==> config.mk <==
export PLATFORM = sky130hd
export DESIGN_NAME = synth_vco_ref_config_regs
export DESIGN_NICKNAME = d
export VERILOG_FILES = /design/src/hdl/synth_vco_ref_config_regs.v /design/src/hdl/pump_gain_decode.v
export VERILOG_INCLUDE_DIRS = /design/src /design/src/hdl
export SDC_FILE = /design/constraint.sdc
export NUM_CORES = 1
export LEC_CHECK = 0
export ABC_AREA = 1
export BUFFER_PORTS_ARGS = -buffer_cell sky130_fd_sc_hd__buf_4
export CELL_PAD_IN_SITES_DETAIL_PLACEMENT = 2
export CELL_PAD_IN_SITES_GLOBAL_PLACEMENT = 2
export CORE_MARGIN = 10
export CORE_UTILIZATION = 34
export DETAILED_ROUTE_END_ITERATION = 6
export PLACE_DENSITY = 0.89
export RECOVER_POWER = 50
export REMOVE_ABC_BUFFERS = 1
export SETUP_SLACK_MARGIN = 0.15
export SLEW_MARGIN = 0
export SYNTH_ARGS = -nofsm -noshare
export SYNTH_HDL_FRONTEND = slang
export SYNTH_SLANG_ARGS = --single-unit
==> constraint.sdc <==
create_clock -name clk_sys -period 7.6 [get_ports clk_sys]
set_input_delay 0.76 -clock clk_sys [delete_from_list [all_inputs] [get_ports clk_sys]]
set_output_delay 0.76 -clock clk_sys [all_outputs]
set_load 0.01 [all_outputs]
==> src/hdl/synth_cfg_regs.vh <==
/*
 constants for the synthesizer configuration register bank:
 register indices, field positions, reset values and pump codes.
 assumes inclusion by bare name from the design files.
*/
`ifndef SYNTH_CFG_REGS_VH
`define SYNTH_CFG_REGS_VH

// register indices; byte address is four times the index
`define IDX_VCO_OVERRIDE_CONTROL 5'h08
`define IDX_REFERENCE_DOUBLER_CONTROL 5'h09
`define IDX_FIXED_WORD_A 5'h0a
`define IDX_POST_REF_DIVIDER 5'h0b
`define IDX_PRE_REF_DIVIDER 5'h0c
`define IDX_FIXED_WORD_B 5'h0d
`define IDX_PUMP_GAIN_CONTROL 5'h0e
`define IDX_FIXED_WORD_C 5'h0f
`define IDX_VCO_CURRENT_SETTING 5'h10
`define IDX_FIRST 5'h08
`define NUM_REGS 9

// reset values
`define RST_VCO_OVERRIDE_CONTROL 16'h2000
`define RST_REFERENCE_DOUBLER_CONTROL 16'h0604
`define RST_FIXED_WORD_A 16'h10f8
`define RST_POST_REF_DIVIDER 16'h0018
`define RST_PRE_REF_DIVIDER 16'h5001
`define RST_FIXED_WORD_B 16'h4000
`define RST_PUMP_GAIN_CONTROL 16'h1e70
`define RST_FIXED_WORD_C 16'h064f
`define RST_VCO_CURRENT_SETTING 16'h0080

// field positions
`define BIT_CURRENT_OVERRIDE 14
`define BIT_BAND_OVERRIDE 11
`define BIT_REF_DOUBLER 12
`define POST_DIV_HI 11
`define POST_DIV_LO 4
`define PRE_DIV_HI 7
`define PRE_DIV_LO 0
`define PUMP_HI 6
`define PUMP_LO 4
`define CURRENT_HI 8
`define CURRENT_LO 0

// pump gain codes, summed up and down current
`define PUMP_TRISTATE 3'h0
`define PUMP_3MA 3'h4
`define PUMP_6MA 3'h1
`define PUMP_9MA 3'h5
`define PUMP_12MA 3'h3
`define PUMP_15MA 3'h7

// bus answer latency in cycles after a request is seen
`define BUS_WAIT_CYCLES 1

`endif

==> src/hdl/synth_vco_ref_config_regs.v <==
/*
 configuration register bank for the synthesizer vco and reference
 path, reached over avalon-mm with waitrequest, 32-bit data words.
 word map, byte address four times the word index:
  0x08 vco_override_control: current and band override bits
  0x09 reference_doubler_control: reference input doubler
  0x0a fixed_word_a: host-programmed fixed word
  0x0b post_ref_divider: post divider in bits 11-4
  0x0c pre_ref_divider: pre divider in bits 7-0
  0x0d fixed_word_b: host-programmed fixed word
  0x0e pump_gain_control: pump gain code in bits 6-4
  0x0f fixed_word_c: host-programmed fixed word
  0x10 vco_current_setting: programmed vco current in bits 8-0
 assumes a single clock, calibration results from the same domain
 and a master that holds its request until waitrequest is low.
*/
// Added by the designer: register access over Avalon-MM.
// Notes on behaviour
// current override bit selects programmed vco current
// band override bit selects programmed capacitor band
// host writes fixed fields of override word
// doubler bit enables reference input doubler
// host writes fixed fields of doubler word
// host programs fixed word a with 0x10d8
// post divider field bits 11-4, resets to 1
// pre divider field bits 7-0, resets to 1
// host writes pre divider upper byte 0x50
// host programs fixed word b with 0x4000
// pump gain code selects summed pump current
// host writes fixed fields of pump word
// host programs fixed word c with 0x64f
// current setting applies only during current override
// host keeps band value within 0 to 183
// 16-bit registers, reset values, hold until rewritten
`timescale 1ns/1ps
`include "synth_cfg_regs.vh"

module synth_vco_ref_config_regs (
    // clock and reset
    input wire clk_sys,
    input wire rst,
    // avalon-mm slave
    input wire [6:0] avs_address,
    input wire avs_read,
    input wire avs_write,
    input wire [31:0] avs_writedata,
    input wire [3:0] avs_byteenable,
    output reg [31:0] avs_readdata,
    output reg avs_waitrequest,
    // calibration results from the vco calibration engine
    input wire [8:0] cal_current_value,
    input wire [7:0] cal_band_value,
    // band value, held outside this window, from its own register
    input wire [7:0] vco_band_value,
    // control outputs to the synthesizer core
    output reg [8:0] vco_current_out,
    output reg [7:0] vco_band_out,
    output reg ref_doubler_en,
    output reg [7:0] post_ref_div,
    output reg [7:0] pre_ref_div,
    output reg [4:0] pump_current_sel,
    output reg pump_tristate,
    output reg pump_code_unused
);

    // register storage
    reg [15:0] vco_override_control_reg;
    reg [15:0] reference_doubler_control_reg;
    reg [15:0] fixed_word_a_reg;
    reg [15:0] post_ref_divider_reg;
    reg [15:0] pre_ref_divider_reg;
    reg [15:0] fixed_word_b_reg;
    reg [15:0] pump_gain_control_reg;
    reg [15:0] fixed_word_c_reg;
    reg [15:0] vco_current_setting_reg;

    // bus handshake state
    localparam ST_IDLE = 1'b0;
    localparam ST_DONE = 1'b1;
    reg state_reg;
    reg state_next;

    wire [4:0] word_index;
    wire in_range;
    wire [4:0] pump_sel_w;
    wire pump_tri_w;
    wire pump_unused_w;
    wire vco_current_override_en;
    wire vco_band_override_en;
    wire [8:0] vco_current_value;
    reg [15:0] read_word;

    // accepted write and its per-word strobes
    wire write_accept;
    wire [15:0] wr_half;
    wire [1:0] wr_lanes;
    wire hit_override;
    wire hit_doubler;
    wire hit_fixed_a;
    wire hit_post_div;
    wire hit_pre_div;
    wire hit_fixed_b;
    wire hit_pump;
    wire hit_fixed_c;
    wire hit_current;

    // merge byte lanes of the low half word into a register value
    function [15:0] merge_lanes;
        input [15:0] old_value;
        input [15:0] new_value;
        input [1:0] lanes;
        begin
            merge_lanes[7:0] = lanes[0] ? new_value[7:0] : old_value[7:0];
            merge_lanes[15:8] = lanes[1] ? new_value[15:8] :
                old_value[15:8];
        end
    endfunction

    // byte address to word index; low two address bits ignored
    assign word_index = avs_address[6:2];
    assign in_range = (word_index >= `IDX_FIRST) &&
        (word_index <= `IDX_VCO_CURRENT_SETTING);

    // write strobes; a write lands on the edge that sees waitrequest low
    assign write_accept = (state_reg == ST_DONE) && avs_write && in_range;
    assign wr_half = avs_writedata[15:0];
    assign wr_lanes = avs_byteenable[1:0];
    assign hit_override = write_accept &&
        (word_index == `IDX_VCO_OVERRIDE_CONTROL);
    assign hit_doubler = write_accept &&
        (word_index == `IDX_REFERENCE_DOUBLER_CONTROL);
    assign hit_fixed_a = write_accept &&
        (word_index == `IDX_FIXED_WORD_A);
    assign hit_post_div = write_accept &&
        (word_index == `IDX_POST_REF_DIVIDER);
    assign hit_pre_div = write_accept &&
        (word_index == `IDX_PRE_REF_DIVIDER);
    assign hit_fixed_b = write_accept &&
        (word_index == `IDX_FIXED_WORD_B);
    assign hit_pump = write_accept &&
        (word_index == `IDX_PUMP_GAIN_CONTROL);
    assign hit_fixed_c = write_accept &&
        (word_index == `IDX_FIXED_WORD_C);
    assign hit_current = write_accept &&
        (word_index == `IDX_VCO_CURRENT_SETTING);

    assign vco_current_override_en =
        vco_override_control_reg[`BIT_CURRENT_OVERRIDE];
    assign vco_band_override_en =
        vco_override_control_reg[`BIT_BAND_OVERRIDE];
    assign vco_current_value =
        vco_current_setting_reg[`CURRENT_HI:`CURRENT_LO];

    // waitrequest drops one cycle after a request, then re-arms
    always @* begin
        state_next = state_reg;
        case (state_reg)
            ST_IDLE: begin
                if (avs_read || avs_write) begin
                    state_next = ST_DONE;
                end
            end
            ST_DONE: state_next = ST_IDLE;
            default: state_next = ST_IDLE;
        endcase
    end

    // read mux; unmapped words read as zero
    always @* begin
        read_word = 16'h0000;
        case (word_index)
            `IDX_VCO_OVERRIDE_CONTROL: read_word = vco_override_control_reg;
            `IDX_REFERENCE_DOUBLER_CONTROL:
                read_word = reference_doubler_control_reg;
            `IDX_FIXED_WORD_A: read_word = fixed_word_a_reg;
            `IDX_POST_REF_DIVIDER: read_word = post_ref_divider_reg;
            `IDX_PRE_REF_DIVIDER: read_word = pre_ref_divider_reg;
            `IDX_FIXED_WORD_B: read_word = fixed_word_b_reg;
            `IDX_PUMP_GAIN_CONTROL: read_word = pump_gain_control_reg;
            `IDX_FIXED_WORD_C: read_word = fixed_word_c_reg;
            `IDX_VCO_CURRENT_SETTING: read_word = vco_current_setting_reg;
            default: read_word = 16'h0000;
        endcase
    end

    // handshake state; waitrequest low for one cycle per access
    always @(posedge clk_sys or posedge rst) begin
        if (rst) begin
            state_reg <= ST_IDLE;
            avs_waitrequest <= 1'b1;
        end else begin
            state_reg <= state_next;
            avs_waitrequest <= ~((state_reg == ST_IDLE) &&
                (avs_read || avs_write));
        end
    end

    // read data taken on the request edge, held until the next read
    always @(posedge clk_sys or posedge rst) begin
        if (rst) begin
            avs_readdata <= 32'h00000000;
        end else if ((state_reg == ST_IDLE) && avs_read) begin
            avs_readdata <= {16'h0000, read_word};
        end
    end

    // override word: current and band override bits
    always @(posedge clk_sys or posedge rst) begin
        if (rst) begin
            vco_override_control_reg <= `RST_VCO_OVERRIDE_CONTROL;
        end else if (hit_override) begin
            vco_override_control_reg <= merge_lanes(
                vco_override_control_reg, wr_half, wr_lanes);
        end
    end

    // doubler word: reference input doubler enable
    always @(posedge clk_sys or posedge rst) begin
        if (rst) begin
            reference_doubler_control_reg <=
                `RST_REFERENCE_DOUBLER_CONTROL;
        end else if (hit_doubler) begin
            reference_doubler_control_reg <= merge_lanes(
                reference_doubler_control_reg, wr_half, wr_lanes);
        end
    end

    // fixed word a: stored as written, host value not checked
    always @(posedge clk_sys or posedge rst) begin
        if (rst) begin
            fixed_word_a_reg <= `RST_FIXED_WORD_A;
        end else if (hit_fixed_a) begin
            fixed_word_a_reg <= merge_lanes(
                fixed_word_a_reg, wr_half, wr_lanes);
        end
    end

    // post divider word
    always @(posedge clk_sys or posedge rst) begin
        if (rst) begin
            post_ref_divider_reg <= `RST_POST_REF_DIVIDER;
        end else if (hit_post_div) begin
            post_ref_divider_reg <= merge_lanes(
                post_ref_divider_reg, wr_half, wr_lanes);
        end
    end

    // pre divider word
    always @(posedge clk_sys or posedge rst) begin
        if (rst) begin
            pre_ref_divider_reg <= `RST_PRE_REF_DIVIDER;
        end else if (hit_pre_div) begin
            pre_ref_divider_reg <= merge_lanes(
                pre_ref_divider_reg, wr_half, wr_lanes);
        end
    end

    // fixed word b: stored as written
    always @(posedge clk_sys or posedge rst) begin
        if (rst) begin
            fixed_word_b_reg <= `RST_FIXED_WORD_B;
        end else if (hit_fixed_b) begin
            fixed_word_b_reg <= merge_lanes(
                fixed_word_b_reg, wr_half, wr_lanes);
        end
    end

    // pump word: gain code feeds the decoder
    always @(posedge clk_sys or posedge rst) begin
        if (rst) begin
            pump_gain_control_reg <= `RST_PUMP_GAIN_CONTROL;
        end else if (hit_pump) begin
            pump_gain_control_reg <= merge_lanes(
                pump_gain_control_reg, wr_half, wr_lanes);
        end
    end

    // fixed word c: stored as written
    always @(posedge clk_sys or posedge rst) begin
        if (rst) begin
            fixed_word_c_reg <= `RST_FIXED_WORD_C;
        end else if (hit_fixed_c) begin
            fixed_word_c_reg <= merge_lanes(
                fixed_word_c_reg, wr_half, wr_lanes);
        end
    end

    // current setting word: used only under current override
    always @(posedge clk_sys or posedge rst) begin
        if (rst) begin
            vco_current_setting_reg <= `RST_VCO_CURRENT_SETTING;
        end else if (hit_current) begin
            vco_current_setting_reg <= merge_lanes(
                vco_current_setting_reg, wr_half, wr_lanes);
        end
    end

    // pump code decoder
    pump_gain_decode u_pump_decode (
        .code(pump_gain_control_reg[`PUMP_HI:`PUMP_LO]),
        .current_sel(pump_sel_w),
        .tristate(pump_tri_w),
        .code_unused(pump_unused_w)
    );

    // vco current and band source selection
    always @(posedge clk_sys or posedge rst) begin
        if (rst) begin
            vco_current_out <= 9'h000;
            vco_band_out <= 8'h00;
        end else begin
            // override chooses programmed current over calibration
            vco_current_out <= vco_current_override_en ?
                vco_current_value : cal_current_value;
            // override chooses programmed band over calibration
            vco_band_out <= vco_band_override_en ?
                vco_band_value : cal_band_value;
        end
    end

    // reference path: doubler and both dividers
    always @(posedge clk_sys or posedge rst) begin
        if (rst) begin
            ref_doubler_en <= 1'b0;
            post_ref_div <= 8'h01;
            pre_ref_div <= 8'h01;
        end else begin
            ref_doubler_en <=
                reference_doubler_control_reg[`BIT_REF_DOUBLER];
            post_ref_div <=
                post_ref_divider_reg[`POST_DIV_HI:`POST_DIV_LO];
            pre_ref_div <=
                pre_ref_divider_reg[`PRE_DIV_HI:`PRE_DIV_LO];
        end
    end

    // pump gain outputs; unused codes already forced to tri-state
    always @(posedge clk_sys or posedge rst) begin
        if (rst) begin
            pump_current_sel <= 5'h10;
            pump_tristate <= 1'b0;
            pump_code_unused <= 1'b0;
        end else begin
            pump_current_sel <= pump_sel_w;
            pump_tristate <= pump_tri_w;
            pump_code_unused <= pump_unused_w;
        end
    end

endmodule // synth_vco_ref_config_regs

==> src/hdl/pump_gain_decode.v <==
/*
 decodes the charge pump gain code into a one-hot current selection
 and a tri-state flag; unused codes are flagged and force tri-state.
 assumes a registered code from the same clock domain.
*/
`timescale 1ns/1ps
`include "synth_cfg_regs.vh"

module pump_gain_decode (
    // code in
    input wire [2:0] code,
    // decoded outputs: bit0 3 mA ... bit4 15 mA
    output reg [4:0] current_sel,
    output reg tristate,
    output reg code_unused
);

    // map each legal code to its current step
    always @* begin
        current_sel = 5'h00;
        tristate = 1'b0;
        code_unused = 1'b0;
        case (code)
            `PUMP_TRISTATE: tristate = 1'b1;
            `PUMP_3MA: current_sel = 5'h01;
            `PUMP_6MA: current_sel = 5'h02;
            `PUMP_9MA: current_sel = 5'h04;
            `PUMP_12MA: current_sel = 5'h08;
            `PUMP_15MA: current_sel = 5'h10;
            default: begin
                tristate = 1'b1;
                code_unused = 1'b1;
            end
        endcase
    end

endmodule // pump_gain_decode

* Word-level counts from Yosys, hierarchy flattened *
Index checks and enable logic that the tools add are counted.

word-level totals
  input port bits = 72
  output and inout bits = 74
  logic and storage cells = 91
  register bits = 203

operators by class
  reductions and logical operators = 36
  equality and inequality tests = 14
  $lt $le $gt $ge = 2
  bitwise gates (word level) = 2
  muxes and demuxes = 8

operators by type and width
  kind                                                                number
  case mux 16 bit (9 select lines)                                    1
  equality test 5 x 4 -> 1 bit (second input constant)                8
  AND reduction 2 bit                                                 18
  case mux 5 bit (5 select lines)                                     1
  logical AND 1 bit                                                   14
  equality test 3 bit (second input constant)                         3
  2-to-1 mux 9 bit                                                    1
  2-to-1 mux 8 bit                                                    1
  OR reduction 6 bit                                                  1
  equality test 5 bit (second input constant)                         1
  greater-or-equal comparator 5 x 4 -> 1 bit (second input constant)  1
  less-or-equal comparator 5 bit (second input constant)              1
  OR reduction 5 bit                                                  1
  equality test 3 x 1 -> 1 bit (second input constant)                1
  equality test 3 x 2 -> 1 bit (second input constant)                1
  zero test 3 bit                                                     1
  2-to-1 mux 1 bit                                                    3
  inverter 1 bit                                                      2
  case mux 1 bit (2 select lines)                                     1
  logical OR 1 bit                                                    1

* Logic depth before layout (Yosys ltp) *
Gate-level depths: netlist (run 1).

  word-level depth = 5
  depth in mapped cells = 11

* Cells and area by module *
A second synthesis (run 1) with hierarchy kept.

second synthesis, totals
  cell total of the unflattened synthesis = 971
  area total of the unflattened synthesis = 8812.2 um2

modules (own cells, without submodules)
  module                     cells each  seq. area each (um2)  area an instance (um2)  instances
  synth_vco_ref_config_regs  958         5123.7                8762.2                  1
  pump_gain_decode           13          0.0                   50.0                    1

* Worst setup path before layout (run 1) *
OpenSTA, ideal clock, no wires.

  path type = in2reg
  start = input port avs_address[6]
  end = register avs_readdata[14]
  arrival = 2.019 ns
  required time = 7.535 ns
  cell stages on the path = 11
  slack = 5.516 ns
  buffers on the path = 2
  cell sequence = inv_1 buf_4 nand3_1 nor2_2 buf_2 nand2_1 nand3_1 nor2_1 nand2_1 nand2_1 nand2_1

between the ends
  cells in the longest elaborated chain, start to end = 2
  elaborated cells on any way between the ends = 10
  those cells by class = 9 x eq/ne; 1 x mux

ends and longest elaborated chain
  what                                                                 line                             source
  start: declaration                                                   synth_vco_ref_config_regs.v:43   input wire [6:0] avs_address,
  equality test 5 bit or equality test 5 x 4 -> 1 bit (tied branches)  synth_vco_ref_config_regs.v:171  case (word_index)
  case mux 16 bit (9 select lines) *                                   synth_vco_ref_config_regs.v:171
  end signal: assignment                                               synth_vco_ref_config_regs.v:203  avs_readdata <= {16'h0000, read_word};
  end: declaration                                                     synth_vco_ref_config_regs.v:48   output reg [31:0] avs_readdata,

Mark *: on every way between the ends. The rest lies on a longest branch, timed or not.
A chain may end at the register's enable or synchronous reset.

* Worst setup path after layout (run 1) *
  start = input port avs_address[6]
  end = register reference_doubler_control_reg[2]

between the ends
  cells in the longest elaborated chain, start to end = 5
  elaborated cells on any way between the ends = 7
  those cells by class = 2 x order compare; 1 x eq/ne; 4 x reduce/logical

ends and longest elaborated chain
  what                                                                                                    line                             source
  greater-or-equal comparator 5 x 4 -> 1 bit (no line) or less-or-equal comparator 5 bit (tied branches)  --
  logical AND 1 bit                                                                                       synth_vco_ref_config_regs.v:121  assign in_range = (word_index >= `IDX_FIRST) &&
  logical AND 1 bit                                                                                       synth_vco_ref_config_regs.v:125  assign write_accept = (state_reg == ST_DONE) && avs_write && in_range;
  logical AND 1 bit *                                                                                     synth_vco_ref_config_regs.v:130  assign hit_doubler = write_accept &&
  AND reduction 2 bit (no line) *                                                                         --
  end signal: assignment                                                                                  synth_vco_ref_config_regs.v:220  reference_doubler_control_reg <=
  end signal: assignment                                                                                  synth_vco_ref_config_regs.v:223  reference_doubler_control_reg <= merge_lanes(
  end: declaration                                                                                        synth_vco_ref_config_regs.v:68   reg [15:0] reference_doubler_control_reg;

Marks and branches as above.

==> results by group, run 1 <==
Global routing
  • Tot GR Track Use: 18.0%
  • Vias in the first global route: 8,026
  • Global-route wire length before repair: ~45 mm
  • Total global routing overflow: 0
  • Largest net degree at the start of global routing: ~140
  • Antenna violations before repair: 1

Timing
  • Final clock period utilization by the worst path: 46.0%
  • Worst-margin pin slew: 1120 ps
  • Setup-failing EPs final: 0
  • Setup TNS: 0 ps
  • Slew HR: 25.6%
  • Final Hold Viols: 0
  • Setup Skew: between 7 and 8 ps
  • Final min period: 3500 ps
  • Max frequency: 286 MHz
  • Final WS setup: 4100 ps
  • Unrepaired setup endpoints after global routing: no
  • Final Max Tran Viols: 0

Pwr
  • Peak supply drop: between 100 and 150 uV
  • Pwr Density: 229 mW/mm^2
  • Leakage: 4.75 nW
  • Total power: 0.00232 W

Die
  • FP Rows: 58
  • Die area: 0.0321 mm^2
  • Core ar.: 0.0250 mm^2
  • Die X: 179 um
  • Initial Util: around 34%
  • Die Y: roughly 180 um
  • I/O Pins: 146

Yosys
  • Synth cell types: 25
  • Area leader, netlist: dfrtp_1
  • Synthesized instance count: 956
  • Syn avg cell area: roughly 9.0 um^2
  • Post-Syn Area: 0.00860 mm^2
  • Synth warn: 0
  • Number of synthesized register bits: about 200
  • Synth area leaders: dfrtp_1 49%, nand2_1 16%, dfstp_2 11%, o21ai_0 7.7%, nor2_1 2.1%
  • Top-area cell type share of the netlist area: 48.9%
  • Sequential fraction of the synthesis area: roughly 60%

Final layout
  • Share of cells above drive strength 1: 14.3%
  • Most common cell after layout, fill and taps aside: nand2_1
  • Fin nets: 1,126
  • Area growth syn-to-layout: 17.4%
  • ANT cells: 0
  • Most frequent cells in the layout: 378 x nand2_1, 168 x dfrtp_1, 132 x o21ai_0

CTS
  • CTS max path bufs: 3
  • Total CTS buffers: 23
  • Clk slew on worst S/H paths: 60 ps
  • Root Driver: clkbuf_16
  • Worst-Skew Late Latency: 500 ps
  • # Post-CTS Setup Buffers: 0
  • Quantity of gates resized following cts: 0
  • CTS tree: yes
  • # hold bufs at CTS: 0
  • Sink Count: just over 200
  • Depth of the CTS H-tree: 1

Critical path
  • Worst EP required: 7990 ps
  • Crit path launch type: primary input
  • Critical path type: primary input to flip-flop
  • WP data arrival: approximately 3900 ps
  • Critical path peak fanout: 21
  • Crit end category: flip-flop

Place
  • Pre-CTS WS: 3640 ps
  • Port bufs: 109
  • RD Place Congestion: around 0.77
  • DP HPWL: 18.3 mm

Outcome
  • Status: finished clean

Routing
  • Routed length per instance: 20.4 um
  • Pre-Repair DR Iteration Count: 5
  • Drt drc: 0
  • Final wirelength: 28.6 mm
  • Post-DRT Antenna Nets: 0
  • DRT iter0 DRCs: 520
  • DR vias: approximately 7,100
  • Number of vias per cell: 5.05

Run
  • Max_cap viols: 0

Worst hold path
  • Hold crit path type: flip-flop to flip-flop
==> cell type report <==
cell class / instances / area [um^2]
fill: 2814 / 14900
clock buffer: 40 / 679
clock inverter: 1 / 5.00
inverter: 35 / 139
sequential: 203 / 5120
timing repair buffer: 112 / 634
tap: 330 / 413
multi-input combinational: 679 / 3110
==> logic make-up (layout without fill, tap and decap cells) <==
| family | after synthesis | count (layout) | share of synthesized area, % |
|---|---|---|---|
| and+or+nand+nor | 497 | 497 | 24.7 |
| AOI/OAI and AO/OA | 153 | 153 | 9.03 |
| DFF | 203 | 203 | 59.6 |
| muxes | 13 | 13 | 1.70 |
| buffers and inverters | 89 | 188 | 4.99 |
| other | 1 | 16 | 0.0436 |
==> cell usage after synthesis <==
| master | count |
|---|---|
| buf_2 | 19 |
| clkbuf_1 | 17 |
| nor3b_1 | 1 |
| mux2_2 | 13 |
| o21ai_0 | 132 |
| a21oi_4 | 1 |
| inv_1 | 35 |
| nor2_4 | 1 |
| dfstp_2 | 35 |
| and2_0 | 1 |
| dfrtp_1 | 168 |
| nand3_1 | 29 |
| nand3_2 | 3 |
| or2_2 | 1 |
| nand3_4 | 9 |
| a21oi_1 | 4 |
| nor2_2 | 7 |
| nand2_1 | 378 |
| buf_6 | 1 |
| nor2_1 | 49 |
| conb_1 | 1 |
| o21ai_1 | 16 |
| buf_4 | 17 |
| nor3_1 | 1 |
| nand4_1 | 17 |
==> routing by layer <==
layer	vias to the layer above	track usage (%)	wire length, um
li1	3245	-	-
met1	3672	20.6	11400
met2	118	33.9	15400
met3	35	2.76	1120
met4	2	4.89	629
met5	-	0	13
==> final timing paths <==
path	startpoint	slack (ps)	cells after the start	end
setup / recovery	avs_address[6]	4100	6	reference_doubler_control_reg[2]$_DFFE_PP1P_
hold / removal	pre_ref_divider_reg[0]$_DFFE_PP1P_	390	0	pre_ref_div[0]$_DFF_PP1_
setup reg to reg	state_reg$_DFF_PP0_	5060	4	vco_override_control_reg[5]$_DFFE_PP0P_
hold reg to reg	pre_ref_divider_reg[0]$_DFFE_PP1P_	390	0	pre_ref_div[0]$_DFF_PP1_
max in group asynchronous	rst	5700	3	fixed_word_c_reg[4]$_DFFE_PP0P_
min in group asynchronous	rst	490	2	vco_band_out[1]$_DFF_PP0_
==> metrics by stage <==
step / hold WS [ps] / cells / instance area, um^2 / utilization [%]
4_1_cts: 382 / 1400 / 10300 / 41.2
3_5_place_dp: 373 / 1359 / 9620 / 38.4
6_report: 394 / 1400 / 10100 / 40.3
5_1_grt: 407 / 1400 / 10100 / 40.3
3_3_place_gp: 367 / 1359 / 9620 / 38.4
2_1_floorplan: 361 / 917 / 8360 / -
==> worst max-delay path, stage by stage <==
cell	delay [ps]
buf_4	110
inv_1	620
nand3_1	380
nor2_2	850
nand3_1	690
o21ai_0	460
==> power by group <==
group | switching (W) | total (W) | internal [W]
clock | 0.000436 | 0.00104 | 0.000601
sequential | 0.0000200 | 0.00114 | 0.00112
combinational | 0.0000989 | 0.000140 | 0.0000415
(Power assumes the default switching activity.)
==> run 2, diff against run 1 <==
Settings changed: CORE_UTILIZATION 34 to 31, PLACE_DENSITY 0.89 to 0.86.
Clock period 7.6 ns to 2.8 ns, I/O delays scaled along.
==> run 2 against run 1 <==
  * The flow now finishes with violations (max-capacitance violations, max-slew violations)
  * Cell count increased by 5.9%
  * Die area increased by 8.6%
  * First-iteration DRC count decreased by 23%
  * Clock power increased to 3.0 times the previous value
  * Non-clock buffer count increased by 35
  * Sequential cell count unchanged
  * Critical path depth decreased by 2
  * Utilization decreased by 0.84 points
  * Final area increased by 6.0%
  * Global-route usage decreased by 1.3 points
  * Sequential share of layout area decreased by 2.9 points
  * Critical path type is now flip-flop to flip-flop
  * Critical endpoint is now vco_override_control_reg[1]$_DFFE_PP0P_
  * Largest cell class unchanged
  * Largest power group is now the clock network
  * Highest routed layer is now met4
==> results by group, run 2 (synthesized netlist as in run 1, its figures left out) <==
CTS
  • Depth of the CTS H-tree: 1 (unchanged)
  • Quantity of gates resized following cts: 0 (unchanged)
  • Root Driver: clkbuf_16 (unchanged)
  • # Post-CTS Setup Buffers: 0 (unchanged)
  • CTS max path bufs: 3 (unchanged)
  • # hold bufs at CTS: 21 (was 0)
  • Worst-Skew Late Latency: 520 ps (was 500 ps)
  • Clk slew on worst S/H paths: 60 ps (about the same)
  • Sink Count: 203 (unchanged)
  • CTS tree: yes (unchanged)
  • Total CTS buffers: 25 (was 23)

Critical path
  • Crit path launch type: flip-flop (was primary input)
  • Worst Reg-to-Reg Cells: 4 (unchanged)
  • Crit-path slowest cell: nand3_1 (was nor2_2)
  • R2r endpoint: vco_override_control_reg[1]$_DFFE_PP0P_ (was vco_override_control_reg[5]$_DFFE_PP0P_)
  • Worst path max stage delay: 650 ps (was 850 ps)
  • Reg2Reg Setup Slack: 610 ps (was 5060 ps)
  • Top Family by Delay on Critical Path: compound AO/OA/AOI/OAI gates (was simple AND/OR/NAND/NOR gates)
  • WP data arrival: 2610 ps (was 3890 ps)
  • Bufs and invs on worst path: 0 (was 2)
  • Critical path type: flip-flop to flip-flop (was primary input to flip-flop)
  • Worst EP required: 3210 ps (was 7990 ps)
  • RR Startpoint: state_reg$_DFF_PP0_ (unchanged)
  • Critical path peak fanout: 16 (was 21)
  • Crit end category: flip-flop (unchanged)
  • CP Cell Sequence: nand2_1 > a21oi_4 > nand3_1 > o21ai_0 (was buf_4 > inv_1 > nand3_1 > nor2_2 > nand3_1 > o21ai_0)

Routing
  • DRT iter0 DRCs: 401 (was 520)
  • DR vias: 7,259 (was 7,072)
  • Post-DRT Antenna Nets: 0 (unchanged)
  • Final wirelength: 29.3 mm (was 28.6 mm)
  • Routed length per instance: 19.8 um (was 20.4 um)
  • Number of vias per cell: 4.90 (was 5.05)
  • Drt drc: 0 (unchanged)
  • Pre-Repair DR Iteration Count: 6 (was 5)

Timing
  • Max frequency: approximately 460 MHz
  • Slew HR: -20.1% (was 25.6%)
  • Final Hold Viols: 0 (unchanged)
  • Unrepaired setup endpoints after global routing: no (unchanged)
  • Final clock period utilization by the worst path: 78.3%
  • Worst-margin pin slew: 1800 ps (was 1120 ps)
  • Setup Skew: 18.5 ps (was 7.43 ps)
  • WHS: 19.1 ps (was 394 ps)
  • Final Max Tran Viols: 98 (was 0)
  • Setup-failing EPs final: 0 (unchanged)
  • Final min period: 2190 ps

Final layout
  • Area growth syn-to-layout: 24.5% (was 17.4%)
  • Fin nets: 1,163 (was 1,126)
  • Share of cells above drive strength 1: 18.6% (was 14.3%)
  • Layout Utilization: 39.5% (was 40.3%)
  • Most common cell after layout, fill and taps aside: nand2_1 (unchanged)
  • Fin area: 0.0107 mm^2 (was 0.0101 mm^2)
  • Most frequent cells in the layout: 378 x nand2_1, 168 x dfrtp_1, 132 x o21ai_0 (unchanged)

Place
  • DP HPWL: 19.8 mm (was 18.3 mm)
  • Port bufs: 109 (unchanged)
  • Post-DP Area: 0.00980 mm^2 (was 0.00962 mm^2)
  • RD Place Congestion: 0.779 (was 0.773)

Global routing
  • Global-route wire length before repair: 47.2 mm (was 45.4 mm)
  • Total global routing overflow: 0 (unchanged)
  • Vias in the first global route: 8,128 (was 8,026)
  • Tot GR Track Use: 16.8% (was 18.0%)
  • Antenna violations before repair: 1 (unchanged)
  • Largest net degree at the start of global routing: 100 (was 137)

Outcome
  • Status: finished with violations (was finished clean)
  • Failing checks: max-capacitance violations, max-slew violations

Pwr
  • Total power: 0.00666 W (was 0.00232 W)
  • Peak supply drop: 355 uV (was 127 uV)
  • Leakage: 5.10 nW (was 4.75 nW)
  • Pwr Density: 622 mW/mm^2 (was 229 mW/mm^2)

Die
  • Die area: 0.0348 mm^2 (was 0.0321 mm^2)
  • Initial Util: 31.7% (was 34.4%)
  • Die Y: 187 um (was 179 um)
  • Die X: 187 um (was 179 um)
  • FP Rows: 60 (was 58)
  • I/O Pins: 146 (unchanged)
  • Core ar.: 0.0271 mm^2 (was 0.0250 mm^2)

Worst hold path
  • HP Start: cal_current_value[7] (was pre_ref_divider_reg[0]$_DFFE_PP1P_)
  • Min-Delay Endpoint: vco_current_out[7]$_DFF_PP0_ (was pre_ref_div[0]$_DFF_PP1_)
  • Hold crit path type: primary input to flip-flop (was flip-flop to flip-flop)
  • Hold Crit Depth: 2 (was 0)

Run
  • Max_cap viols: 1 (was 0)
[run 2: cell count changes in the layout (fill, tap and decap cells not counted), moves of 2 or more]
cell,change
buf_4,+39
clkbuf_1,-36
dlygate4sd3_1,+21
clkinv_2,+5
buf_12,+2
clkbuf_16,+2
clkinvlp_4,+2
[run 2: where the power goes]
part	switching (W)	total, W	internal [W]	leakage [nW]
clock	0.00127	0.00313	0.00187	0.389
combinational	0.000279	0.000432	0.000152	2.05
sequential	0.0000552	0.00309	0.00304	2.65
[run 2: final cells by class]
type                       instances  area [um^2]
fill                            2973        16400
sequential                       203         5120
multi-input combinational        679         3110
timing repair buffer             147         1080
clock buffer                      36          717
tap                              372          465
inverter                          35          133
clock inverter                     9         78.8
antenna                            1         2.50
[run 2: worst max-delay path by stage]
stage / startpoint / end / slack, ps / cells past startpoint
global route: rst / fixed_word_c_reg[10]$_DFFE_PP1P_ / 340 / 4
finish: state_reg$_DFF_PP0_ / vco_override_control_reg[1]$_DFFE_PP0P_ / 610 / 4
CTS: state_reg$_DFF_PP0_ / vco_override_control_reg[1]$_DFFE_PP0P_ / 580 / 4
global placement: avs_address[6] / reference_doubler_control_reg[12]$_DFFE_PP0P_ / 350 / 7
floorplan: rst / avs_readdata[0]$_DFFE_PP0P_ / -2960 / 1
detailed placement: avs_address[6] / reference_doubler_control_reg[8]$_DFFE_PP0P_ / 200 / 7
[run 2: worst register-to-register path: stages (launching register included)]
cell and delay [ps]:
dfrtp_1 360, nand2_1 130, a21oi_4 530, nand3_1 650
o21ai_0 430
[run 2: per-stage QoR]
| step | setup TNS [ps] | cells | setup slack [ps] |
|---|---|---|---|
| 6_report | 0 | 1482 | 609 |
| 4_1_cts | 0 | 1481 | 583 |
| 3_5_place_dp | 0 | 1415 | 201 |
| 3_3_place_gp | 0 | 1415 | 348 |
| 2_1_floorplan | -547360 | 917 | -2960 |
| 5_1_grt | 0 | 1481 | 341 |
[run 2: per-layer routing]
metal	vias to the layer above	track usage [%]	wire, um
li1	3323	-	-
met1	3776	19.9	12200
met2	124	30.7	15500
met3	36	2.79	1080
met4	0	3.94	539
met5	-	0	0
==> run 3, diff against run 2 <==
Settings changed: CORE_UTILIZATION 31 to 34, PLACE_DENSITY 0.86 to 0.89.
Clock period 2.8 ns to 2.3 ns, I/O delays scaled along.
==> run 3 against run 2 <==
  * The run still ends with max-capacitance violations, max-slew violations left
  * Final area is 1.5% higher
  * Hold slack better by 48 ps
  * Critical endpoint is now reference_doubler_control_reg[7]$_DFFE_PP0P_
  * Setup slack worse by 190 ps
  * Sequential share of layout area is 0.72 points lower
  * Total power is 23% higher
==> results by group, run 3 (synthesized netlist as in run 1, its figures left out) <==
Pwr
  • Combinational Power Share: 6.8% (was 6.5%)
  • Sw Share: 23.1% (was 24.1%)
  • Peak supply drop: 376 uV (was 355 uV)
  • Leakage: 5.25 nW (was 5.10 nW)
  • Pwr Density: 750 mW/mm^2 (was 622 mW/mm^2)
  • Switching pwr: 0.00188 W (was 0.00160 W)
  • P_int: 0.00627 W (was 0.00505 W)
  • Clock share of power: 47.0% (was 47.1%)
  • Sequential power share: 46.2% (was 46.4%)

Place
  • Post-DP Area: 0.00984 mm^2 (was 0.00980 mm^2)
  • Port bufs: 109 (unchanged)
  • Placed cell count: 1,385 (was 1,415)
  • DP HPWL: 20.1 mm (was 19.8 mm)
  • RD Place Congestion: 0.790 (was 0.779)

Die
  • Die area: 0.0321 mm^2 (was 0.0348 mm^2)
  • Die Y: 179 um (was 187 um)
  • FP Rows: 58 (was 60)
  • Initial Util: 34.4% (was 31.7%)
  • Die X: 179 um (was 187 um)
  • I/O Pins: 146 (unchanged)
  • Core ar.: 0.0250 mm^2 (was 0.0271 mm^2)

Worst hold path
  • Hold Crit Depth: 3 (was 2)
  • Hold crit path type: primary input to flip-flop (unchanged)
  • HP Start: cal_current_value[2] (was cal_current_value[7])
  • Min-Delay Endpoint: vco_current_out[2]$_DFF_PP0_ (was vco_current_out[7]$_DFF_PP0_)

Routing
  • DRT iter0 DRCs: 294 (was 401)
  • Drt drc: 0 (unchanged)
  • DR vias: 7,357 (was 7,259)
  • Routed length per instance: 21.0 um (was 19.8 um)
  • Pre-Repair DR Iteration Count: 4 (was 6)
  • Post-DRT Antenna Nets: 0 (unchanged)
  • Final wirelength: 30.6 mm (was 29.3 mm)
  • Number of vias per cell: 5.07 (was 4.90)

Timing
  • Setup-failing EPs final: 0 (unchanged)
  • Final Max Tran Viols: 66 (was 98)
  • Final min period: 1880 ps (was 2190 ps)
  • Setup Skew: 12.9 ps (was 18.5 ps)
  • Final Hold Viols: 0 (unchanged)
  • Final clock period utilization by the worst path: 81.8% (was 78.3%)
  • Unrepaired setup endpoints after global routing: no (unchanged)
  • Slew HR: -5.69% (was -20.1%)
  • Max frequency: 531 MHz (was 456 MHz)
  • Worst-margin pin slew: 1590 ps (was 1800 ps)

Global routing
  • Antenna violations before repair: 2 (was 1)
  • Largest net degree at the start of global routing: 68 (was 100)
  • Tot GR Track Use: 19.2% (was 16.8%)
  • Vias in the first global route: 8,460 (was 8,128)
  • Total global routing overflow: 0 (unchanged)
  • Global-route wire length before repair: 48.3 mm (was 47.2 mm)

Critical path
  • Critical path peak fanout: 16 (unchanged)
  • CP Cell Sequence: nand2_1 > a21oi_4 > buf_4 > nand3_1 > o21ai_0 (was nand2_1 > a21oi_4 > nand3_1 > o21ai_0)
  • Crit end category: flip-flop (unchanged)
  • R2r endpoint: reference_doubler_control_reg[7]$_DFFE_PP0P_ (was vco_override_control_reg[1]$_DFFE_PP0P_)
  • Worst Reg-to-Reg Cells: 5 (was 4)
  • Crit path launch type: flip-flop (unchanged)
  • Bufs and invs on worst path: 1 (was 0)
  • Critical path type: flip-flop to flip-flop (unchanged)
  • WP data arrival: 2280 ps (was 2610 ps)
  • Crit-path slowest cell: nand3_1 (unchanged)
  • Worst EP required: 2700 ps (was 3210 ps)
  • Worst path max stage delay: 430 ps (was 650 ps)
  • Reg2Reg Setup Slack: 420 ps (was 610 ps)
  • Top Family by Delay on Critical Path: compound AO/OA/AOI/OAI gates (unchanged)
  • RR Startpoint: state_reg$_DFF_PP0_ (unchanged)

Final layout
  • Area growth syn-to-layout: 26.4% (was 24.5%)
  • Most frequent cells in the layout: 378 x nand2_1, 168 x dfrtp_1, 134 x buf_4 (was 378 x nand2_1, 168 x dfrtp_1, 132 x o21ai_0)
  • Final std cells w/o fill: 1,452 (was 1,482)
  • Share of cells above drive strength 1: 21.1% (was 18.6%)
  • Fin area: 0.0109 mm^2 (was 0.0107 mm^2)
  • Most common cell after layout, fill and taps aside: nand2_1 (unchanged)
  • Fin nets: 1,177 (was 1,163)

CTS
  • Worst-Skew Late Latency: 510 ps (was 520 ps)
  • CTS max path bufs: 3 (unchanged)
  • Root Driver: clkbuf_16 (unchanged)
  • Clk slew on worst S/H paths: 60 ps (about the same)
  • Quantity of gates resized following cts: 0 (unchanged)
  • Total CTS buffers: 23 (was 25)
  • Sink Count: 203 (unchanged)
  • Depth of the CTS H-tree: 1 (unchanged)
  • CTS tree: yes (unchanged)

Run
  • Max_cap viols: 1 (unchanged)

Outcome
  • Status: finished with violations (unchanged)
  • Failing checks: max-capacitance violations, max-slew violations (unchanged)
[run 3: changes by cell type in the layout (fill, tap and decap cells not counted), moves of 2 or more]
cell           change
clkbuf_1          -23
dlygate4sd3_1      +4
bufinv_16          +2
clkbuf_16          -2
buf_4             +38
clkinv_2           -5
[run 3: final cells by class]
| type | instances | area (um^2) |
|---|---|---|
| clock buffer | 36 | 684 |
| sequential | 203 | 5120 |
| multi-input combinational | 679 | 3110 |
| clock inverter | 5 | 103 |
| antenna | 1 | 2.50 |
| inverter | 35 | 135 |
| timing repair buffer | 163 | 1300 |
| tap | 330 | 413 |
| fill | 2720 | 14200 |
[run 3: layer usage]
| metal | global-route usage (%) | part of all wire (%) | routed length (um) | vias to the layer above |
|---|---|---|---|---|
| li1 | - | - | - | 3349 |
| met1 | 21.5 | 39 | 12000 | 3815 |
| met2 | 35.9 | 54 | 16400 | 130 |
| met3 | 2.86 | 3.8 | 1150 | 61 |
| met4 | 7.13 | 3.1 | 954 | 2 |
| met5 | 0 | 0.059 | 18 | - |
[run 3: power groups by stage]
stage	registers, W	clock network [W]	logic [W]
floorplan	0.00382	0	0.000224
CTS	0.00377	0.00392	0.000565
global route	0.00378	0.00407	0.000616
global placement	0.00381	0	0.000495
detailed placement	0.00382	0	0.000523
finish	0.00376	0.00384	0.000554
[run 3: how the worst max path moves through the flow]
stage / startpoint / to / slack (ps) / cells past startpoint
6_report: state_reg$_DFF_PP0_ / reference_doubler_control_reg[7]$_DFFE_PP0P_ / 420 / 5
5_1_grt: state_reg$_DFF_PP0_ / reference_doubler_control_reg[6]$_DFFE_PP0P_ / 230 / 5
4_1_cts: state_reg$_DFF_PP0_ / reference_doubler_control_reg[7]$_DFFE_PP0P_ / 430 / 5
3_5_place_dp: avs_address[6] / fixed_word_a_reg[3]$_DFFE_PP1P_ / 80 / 8
3_3_place_gp: avs_address[6] / fixed_word_a_reg[3]$_DFFE_PP1P_ / 240 / 8
2_1_floorplan: rst / avs_readdata[0]$_DFFE_PP0P_ / -3410 / 1
[run 3: worst register-to-register path, cell delays in order, from the launching register on]
cell     delay (ps)
dfrtp_1         370
nand2_1         140
a21oi_4         230
buf_4           230
nand3_1         430
o21ai_0         370
[run 3: repair_timing]
item                      4_1_cts  5_1_grt
setup buffers                   0        0
hold buffers                   25        0
hold endpoints to repair       70        0
[run 3: per-stage QoR]
| stage | hold WS [ps] | setup TNS, ps | utilization (%) | worst slack [ps] | total power (W) |
|---|---|---|---|---|---|
| floorplan | 361 | -638710 | - | -3410 | 0.00404 |
| global placement | 316 | 0 | 39.3 | 240 | 0.00431 |
| detailed placement | 323 | 0 | 39.3 | 78.1 | 0.00435 |
| CTS | 46.6 | 0 | 43.5 | 433 | 0.00825 |
| global route | 68.3 | 0 | 43.4 | 232 | 0.00846 |
| finish | 67.4 | 0 | 43.4 | 418 | 0.00815 |
